## src/verilog/vcx_defines.vh

```
// Constants for the video crosspoint configuration port
`ifndef VCX_DEFINES_VH
`define VCX_DEFINES_VH

// ----------------------------------------------------------------
// Bus address
// ----------------------------------------------------------------
`define VCX_ADDR_LOW_BITS 6'h06
`define VCX_ADDR_STRAP_HI_POS 7
`define VCX_ADDR_STRAP_LO_POS 6

// ----------------------------------------------------------------
// Internal register offsets
// ----------------------------------------------------------------
`define VCX_OFS_ROUTE_ONE_TWO 8'h00
`define VCX_OFS_ROUTE_THREE_FOUR 8'h01
`define VCX_OFS_ROUTE_FIVE_SIX 8'h02
`define VCX_OFS_INPUT_COND 8'h03
`define VCX_OFS_GAIN_SELECT 8'h04

// ----------------------------------------------------------------
// Field positions
// ----------------------------------------------------------------
`define VCX_ROUTE_ODD_LSB 0
`define VCX_ROUTE_ODD_MSB 3
`define VCX_ROUTE_EVEN_LSB 4
`define VCX_ROUTE_EVEN_MSB 7
`define VCX_GAIN_MSB 5
`define VCX_GAIN_LSB 0

// ----------------------------------------------------------------
// Source codes and reset values
// ----------------------------------------------------------------
`define VCX_SRC_OFF 4'h0
`define VCX_SRC_FIRST 4'h1
`define VCX_SRC_LAST 4'h8
`define VCX_RST_ROUTE 8'h00
`define VCX_RST_COND 8'h00
`define VCX_RST_GAIN 6'h00

// ----------------------------------------------------------------
// Byte framing
// ----------------------------------------------------------------
`define VCX_BITS_PER_BYTE 4'h8

`endif

```

## src/verilog/vcx_config.v

```verilog
// Serial configuration port and register bank of the 8x6 video crosspoint
// Notes on behaviour
// - Answer address byte whose low six bits are 000110; straps give top two bits.
// - Routing register bits 3:0 feed odd output, bits 7:4 following even output.
// - Source code 0000 is off; codes 0001 to 1000 pick inputs one to eight.
// - Several outputs may select the same input at once.
// - Routing registers at 0x00, 0x01, 0x02 for output pairs one-two, three-four, five-six.
// - Register 0x03 has one bit per input; one clamps, zero biases.
// - Register 0x04 bits 5:0 give output gain; zero is 6dB, one 0dB.
// - Reset clears all routing, conditioning and gain bits.
// - Writes to other addresses are acknowledged but change nothing.
// - Off code disables the output amplifier, leaving the output high impedance.
// - Configuration registers are write-only; nothing reads back.
// - Conditioning bits live apart from routing, so routing writes leave them alone.
// - Addressed device acknowledges during the ninth clock after every received byte.
// - Any number of bytes may pass between start and stop.
`timescale 1ns/1ns
`default_nettype none
`include "vcx_defines.vh"

module vcx_config (
    input wire MCLK,
    input wire RST_N,
    input wire SCL_IN,
    input wire SDA_IN,
    output wire SDA_OUT,
    output reg SDA_OE,
    input wire SLAVE_ADDRESS_STRAP_LOW,
    input wire SLAVE_ADDRESS_STRAP_HIGH,
    output reg [47:0] ROUTE_SELECT,
    output reg [5:0] AMP_ENABLE,
    output reg [7:0] CLAMP_MODE,
    output reg [5:0] GAIN_ZERO_DB
);

    // ----------------------------------------------------------------
    // States of the byte receiver
    // ----------------------------------------------------------------
    localparam ST_IDLE = 2'b00;
    localparam ST_ADDR = 2'b01;
    localparam ST_REG = 2'b10;
    localparam ST_DATA = 2'b11;

    // ----------------------------------------------------------------
    // Reset release
    // ----------------------------------------------------------------
    reg rst_meta;
    reg rst_n;

    always @(posedge MCLK or negedge RST_N) begin
        if (!RST_N) begin
            rst_meta <= 1'b0;
            rst_n <= 1'b0;
        end else begin
            rst_meta <= 1'b1;
            rst_n <= rst_meta;
        end
    end

    // ----------------------------------------------------------------
    // Pin synchronisers
    // ----------------------------------------------------------------
    // First stage feeds only the second; edges come from stages two and three
    reg [3:0] pin_meta;
    reg [3:0] pin_sync;
    reg scl_prev;
    reg sda_prev;
    wire scl = pin_sync[0];
    wire sda = pin_sync[1];
    wire strap_low = pin_sync[2];
    wire strap_high = pin_sync[3];

    always @(posedge MCLK or negedge rst_n) begin
        if (!rst_n) begin
            pin_meta <= 4'hF;
            pin_sync <= 4'hF;
            scl_prev <= 1'b1;
            sda_prev <= 1'b1;
        end else begin
            pin_meta <= {SLAVE_ADDRESS_STRAP_HIGH, SLAVE_ADDRESS_STRAP_LOW, SDA_IN, SCL_IN};
            pin_sync <= pin_meta;
            scl_prev <= pin_sync[0];
            sda_prev <= pin_sync[1];
        end
    end

    wire scl_rise = scl & ~scl_prev;
    wire scl_fall = ~scl & scl_prev;
    wire bus_start = scl & scl_prev & sda_prev & ~sda;
    wire bus_stop = scl & scl_prev & ~sda_prev & sda;

    // ----------------------------------------------------------------
    // Source decode
    // ----------------------------------------------------------------
    // code to one-hot input
    function [7:0] src_onehot;
        input [3:0] code;
        begin
            if (code >= `VCX_SRC_FIRST && code <= `VCX_SRC_LAST) begin
                src_onehot = 8'h01 << (code - `VCX_SRC_FIRST);
            end else begin
                src_onehot = 8'h00;
            end
        end
    endfunction

    // ----------------------------------------------------------------
    // Byte receiver
    // ----------------------------------------------------------------
    reg [1:0] state;
    reg [3:0] bit_cnt;
    reg [7:0] shift;
    reg in_ack;
    reg [7:0] reg_ptr;
    reg [7:0] route_reg [0:2];
    reg [7:0] cond_reg;
    reg [5:0] gain_reg;

    wire [7:0] own_address = {strap_high, strap_low, `VCX_ADDR_LOW_BITS};
    wire byte_done = scl_fall && !in_ack && bit_cnt == `VCX_BITS_PER_BYTE;

    // Open drain: only ever pulls low
    assign SDA_OUT = 1'b0;

    // ----------------------------------------------------------------
    // Register write decode
    // ----------------------------------------------------------------
    // Strobes qualify the pointer only; the receiver adds the byte timing
    reg wr_route_one_two;
    reg wr_route_three_four;
    reg wr_route_five_six;
    reg wr_input_cond;
    reg wr_gain_select;

    always @* begin
        wr_route_one_two = 1'b0;
        wr_route_three_four = 1'b0;
        wr_route_five_six = 1'b0;
        wr_input_cond = 1'b0;
        wr_gain_select = 1'b0;
        // routing pairs at 0x00 to 0x02
        if (reg_ptr == `VCX_OFS_ROUTE_ONE_TWO) begin
            wr_route_one_two = 1'b1;
        end else if (reg_ptr == `VCX_OFS_ROUTE_THREE_FOUR) begin
            wr_route_three_four = 1'b1;
        end else if (reg_ptr == `VCX_OFS_ROUTE_FIVE_SIX) begin
            wr_route_five_six = 1'b1;
        // own strobe, never shared with routing
        end else if (reg_ptr == `VCX_OFS_INPUT_COND) begin
            wr_input_cond = 1'b1;
        end else if (reg_ptr == `VCX_OFS_GAIN_SELECT) begin
            wr_gain_select = 1'b1;
        end
        // any other pointer raises no strobe
    end

    // ----------------------------------------------------------------
    // Receiver sequencing
    // ----------------------------------------------------------------
    // No clock stretching: the master must keep each bus phase four clocks long
    // Pointer wraps after 0xFF back to 0x00, the routing register for outputs one-two

    always @(posedge MCLK or negedge rst_n) begin
        if (!rst_n) begin
            state <= ST_IDLE;
            bit_cnt <= 4'h0;
            shift <= 8'h00;
            in_ack <= 1'b0;
            SDA_OE <= 1'b0;
            reg_ptr <= 8'h00;
            route_reg[0] <= `VCX_RST_ROUTE;
            route_reg[1] <= `VCX_RST_ROUTE;
            route_reg[2] <= `VCX_RST_ROUTE;
            cond_reg <= `VCX_RST_COND;
            gain_reg <= `VCX_RST_GAIN;
        end else if (bus_start) begin
            state <= ST_ADDR;
            bit_cnt <= 4'h0;
            in_ack <= 1'b0;
            SDA_OE <= 1'b0;
        end else if (bus_stop) begin
            state <= ST_IDLE;
            bit_cnt <= 4'h0;
            in_ack <= 1'b0;
            SDA_OE <= 1'b0;
        end else if (state != ST_IDLE) begin
            if (scl_rise && bit_cnt < `VCX_BITS_PER_BYTE) begin
                shift <= {shift[6:0], sda};
                bit_cnt <= bit_cnt + 4'h1;
            end else if (byte_done) begin
                in_ack <= 1'b1;
                case (state)
                    ST_ADDR: begin
                        if (shift == own_address) begin
                            SDA_OE <= 1'b1;
                            state <= ST_REG;
                        end else begin
                            state <= ST_IDLE;
                        end
                    end
                    ST_REG: begin
                        reg_ptr <= shift;
                        SDA_OE <= 1'b1;
                        state <= ST_DATA;
                    end
                    default: begin
                        SDA_OE <= 1'b1;
                        // pointer steps so longer bursts keep writing
                        reg_ptr <= reg_ptr + 8'h01;
                        if (wr_route_one_two) begin
                            route_reg[0] <= shift;
                        end
                        if (wr_route_three_four) begin
                            route_reg[1] <= shift;
                        end
                        if (wr_route_five_six) begin
                            route_reg[2] <= shift;
                        end
                        if (wr_input_cond) begin
                            cond_reg <= shift;
                        end
                        // top two bits of the gain byte dropped
                        if (wr_gain_select) begin
                            gain_reg <= shift[`VCX_GAIN_MSB:`VCX_GAIN_LSB];
                        end
                    end
                endcase
            end else if (scl_fall && in_ack) begin
                // Release after the ninth clock
                in_ack <= 1'b0;
                SDA_OE <= 1'b0;
                bit_cnt <= 4'h0;
            end
        end
    end

    // ----------------------------------------------------------------
    // Crosspoint controls
    // ----------------------------------------------------------------
    // settings only leave as control outputs, never back to the bus
    wire [47:0] next_route_select;
    wire [5:0] next_amp_enable;

    genvar g;
    generate
        for (g = 0; g < 6; g = g + 1) begin : gen_out
            // low nibble odd output, high nibble next even output
            wire [3:0] code = (g % 2 == 0) ?
                route_reg[g / 2][`VCX_ROUTE_ODD_MSB:`VCX_ROUTE_ODD_LSB] :
                route_reg[g / 2][`VCX_ROUTE_EVEN_MSB:`VCX_ROUTE_EVEN_LSB];

            // each output decoded alone, so sharing an input is free
            assign next_route_select[g * 8 +: 8] = src_onehot(code);
            // off or unassigned code powers amplifier down
            assign next_amp_enable[g] = |next_route_select[g * 8 +: 8];
        end
    endgenerate

    // ----------------------------------------------------------------
    // Output register
    // ----------------------------------------------------------------
    // One stage so the analog switches never see decode glitches
    always @(posedge MCLK or negedge rst_n) begin
        if (!rst_n) begin
            ROUTE_SELECT <= 48'h000000000000;
            AMP_ENABLE <= 6'h00;
            CLAMP_MODE <= 8'h00;
            GAIN_ZERO_DB <= 6'h00;
        end else begin
            ROUTE_SELECT <= next_route_select;
            AMP_ENABLE <= next_amp_enable;
            CLAMP_MODE <= cond_reg;
            GAIN_ZERO_DB <= gain_reg;
        end
    end

endmodule

`default_nettype wire

```

## config.mk

```make
export PLATFORM = sky130hd
export DESIGN_NAME = vcx_config
export DESIGN_NICKNAME = d
export VERILOG_FILES = /design/src/verilog/vcx_config.v
export VERILOG_INCLUDE_DIRS = /design/src /design/src/verilog
export SDC_FILE = /design/constraint.sdc
export NUM_CORES = 1
export LEC_CHECK = 0
export BUFFER_PORTS_ARGS = -buffer_cell sky130_fd_sc_hd__buf_2
export CORE_MARGIN = 2
export CORE_UTILIZATION = 51
export CTS_CLUSTER_SIZE = 8
export DETAILED_ROUTE_END_ITERATION = 6
export PLACE_DENSITY_LB_ADDON = 0.12
export SKIP_CTS_REPAIR_TIMING = 1
export SYNTH_ARGS = -nofsm -noshare
export SYNTH_HDL_FRONTEND = slang
export SYNTH_SLANG_ARGS = --single-unit
```

## constraint.sdc

```tcl
create_clock -name MCLK -period 4.1 [get_ports MCLK]
set_input_delay 0.41 -clock MCLK [delete_from_list [all_inputs] [get_ports MCLK]]
set_output_delay 0.41 -clock MCLK [all_outputs]
set_load 0.01 [all_outputs]
```

==> results.cfg <==
[pwr]
total_power_mw = 3.19
ir_drop_uv = 292
leakage_nw = 3.38
share_seq_of_total_power_pct = 49.3
swShare_pct = 23.1
p_int_mw = 2.45
p_switching_uw = 736
clockPowerShare_pct = 46.2
power_frac_comb_pct = 4.5
pwr_density_cell_nw_per_um2 = 487

[clock_tree]
clkTransAtPathRegs_ns = 0.06
clk_path_buf_depth = 2
cts_tree = yes
root_buffer = clkbuf_8
htree_levels = 4
cts_sinks = 142
cts_buffers = 17
clk_latency_ns = 0.52

[logic_synthesis]
yosysTopAreaCell = dfrtp_1
syn-instance-count = 423
synth_flop_cell = dfrtp_1
async_flop_share_pct = 100
synth_area_leaders = dfrtp_1 (60%), mux2_2 (7.8%), dfstp_2 (4.8%)
synth_top_area_share_pct = 60.2
synth_nets = 438
avgSynthCellArea_um2 = 13.0
synth_area_um2 = 5490
ys_types = 55
yosys_warnings = 0
synth-edff-count = 0
ys_ff_latch = 142
ys_seq_area_share_pct = 65.0

[critical_path]
timing.rr.end = reg_ptr[7]
arrival_ns = 3.04
start_kind = flip-flop
crit_required_ns = 4.55
r2r_slack_ns = 1.50
ff2ff_path_depth = 6
crit_path_max_fanout = 16
critPathKind = flip-flop to flip-flop
worstReg2RegStart = state[0]
cp-end-kind = flip-flop

[cells_and_area]
fin_util_pct = 63.1
final_cells = 654
fin_nets = 520
final_layout_size_suffix_gt1_share_pct = 32.2
fill_cells = 793
largest_reg_flops = 48
diodes = 0
regMostFlops = ROUTE_SELECT
stdcell_area_um2 = 6540
reg.largest.list = ROUTE_SELECT x48, gen_out.code x24
area_growth_syn_to_layout_pct = 19.2

[timing]
rsz0062_at_grt = no
max_freq_ghz = 0.385
min_period_over_period_pct = 63.3
finClkSkew_ns = 0.00648
drv_slew = 0
timing.final.crit_period_ns = 2.60
fin_tns_setup_ns = 0
worst_slew_pin_slew_ns = 0.876
setup_viol = 0
relSlewSlack_pct = 41.6
hold_violations = 0

[run]
drv_cap = 0

[floorplanning]
die_x_um = 108
row_count = 37
core_um2 = 10400
dieArea_um2 = 11600
initial_utilization_pct = 52.9
die_y_um = 108
ioPinCount = 76

[global_route]
first_global_vias = 3243
grt_max_degree = 72
grt-ovfl-total = 0
grt_pass1_wl_mm = 16.3
antenna_found_initial = 0
grt_usage_pct = 18.6

[hold_path]
holdCritPathClass = input port to asynchronous set/reset pin

[placed_design]
portBuffers = 74
dp.cells = 617
dpl_cell_area_um2 = 5900
hpwlAfterDp_mm = 6.23
place_congestion = 0.780

[drt]
drtPass1Iterations = 4
ant_nets = 0
vias = 3358
routedWlPerCell_um = 14.6
drt-initial-drc-count = 194
drc = 0
vias_per_cell = 5.13
totalWireLength_mm = 9.56

[run_status]
outcome = complete, no violations
## cell type report
class / count / area (µm²) / area share (%)
multi-input combinational: 255 / 1740 / 26.6
sequential: 142 / 3570 / 54.6
tap: 136 / 170 / 2.60
clock inverter: 9 / 109 / 1.66
inverter: 8 / 30.0 / 0.459
clock buffer: 23 / 477 / 7.29
timing repair buffer: 81 / 448 / 6.85
## through the flow
step | hold WS, ns | worst slack, ns
global route | 0.194 | 1.33
global placement | 0.195 | 1.60
floorplan | 0.114 | 1.75
finish | 0.195 | 1.50
CTS | -0.363 | 1.50
detailed placement | 0.197 | 1.52
## synthesized netlist by cell type (4+ instances only)
| library cell | number |
|---|---|
| clkbuf_1 | 5 |
| nand2_1 | 39 |
| ha_1 | 9 |
| nand2b_1 | 19 |
| inv_1 | 8 |
| a21oi_1 | 4 |
| clkdlybuf4s50_2 | 4 |
| mux2_2 | 38 |
| dfrtp_1 | 132 |
| nor4_1 | 4 |
| and2_1 | 6 |
| dfstp_2 | 10 |
| nor3_1 | 31 |
| buf_4 | 4 |
| xnor2_1 | 8 |
| nand3_1 | 5 |
| o21ai_0 | 14 |
| nor2_1 | 29 |
## how the worst max path moves through the flow
stage | slack, ns | to | start
final | 1.50 | reg_ptr[7] | state[0]
after global routing | 1.33 | reg_ptr[7] | state[0]
after CTS | 1.50 | reg_ptr[7] | state[0]
after detailed placement | 1.52 | reg_ptr[7] | state[0]
after global placement | 1.60 | reg_ptr[7] | state[0]
after floorplan | 1.75 | AMP_ENABLE[0] | rst_n
## placed cells by master (no fill, tap or decap), types with 4 or more instances in the layout
| master | instances |
|---|---|
| a21oi_1 | 4 |
| and2_1 | 6 |
| buf_2 | 74 |
| clkbuf_16 | 16 |
| clkbuf_8 | 5 |
| dfrtp_1 | 131 |
| dfstp_2 | 10 |
| dlygate4sd3_1 | 5 |
| ha_1 | 9 |
| inv_1 | 8 |
| mux2_2 | 38 |
| nand2_1 | 39 |
| nand2b_1 | 19 |
| nand3_1 | 5 |
| nor2_1 | 29 |
| nor3_1 | 31 |
| nor4_1 | 4 |
| o21ai_0 | 14 |
| xnor2_1 | 8 |
## cell families (layout without fill, tap and decap cells)
family / after synthesis / in the layout / share of synthesized area (%)
fa+ha+maj: 9 / 9 / 2.05
mux: 41 / 41 / 8.35
flops: 142 / 142 / 65.0
compound gates: 34 / 34 / 4.29
buf+inv: 26 / 121 / 3.33
xor+xnor: 9 / 9 / 1.44
other cells: 2 / 2 / 0.137
simple gates: 160 / 160 / 15.4
## worst max-delay path, cell delays in order, from the launching register on
cell     delay, ns
dfrtp_1       0.37
inv_1         0.08
ha_1          0.26
or4b_1        0.54
or4_1         0.64
or4_1         0.54
nand3_1       0.09
## metal layers
| metal | track usage (%) | routed length [µm] | vias up |
|---|---|---|---|
| met1 | 25.4 | 4250 | 1636 |
| met3 | 5.45 | 542 | 8 |
| li1 | - | - | 1611 |
| met5 | 0 | 0 | - |
| met4 | 6.50 | 104 | 0 |
| met2 | 28.3 | 4660 | 103 |
## power groups by stage
stage	clock network, mW	registers [mW]	logic [mW]
after detailed placement	0	1.60	0.141
after CTS	1.51	1.58	0.141
after global routing	1.59	1.58	0.165
final	1.47	1.57	0.143
after global placement	0	1.60	0.134
after floorplan	0	1.53	0.177
Power figures use the tool's default switching activity.
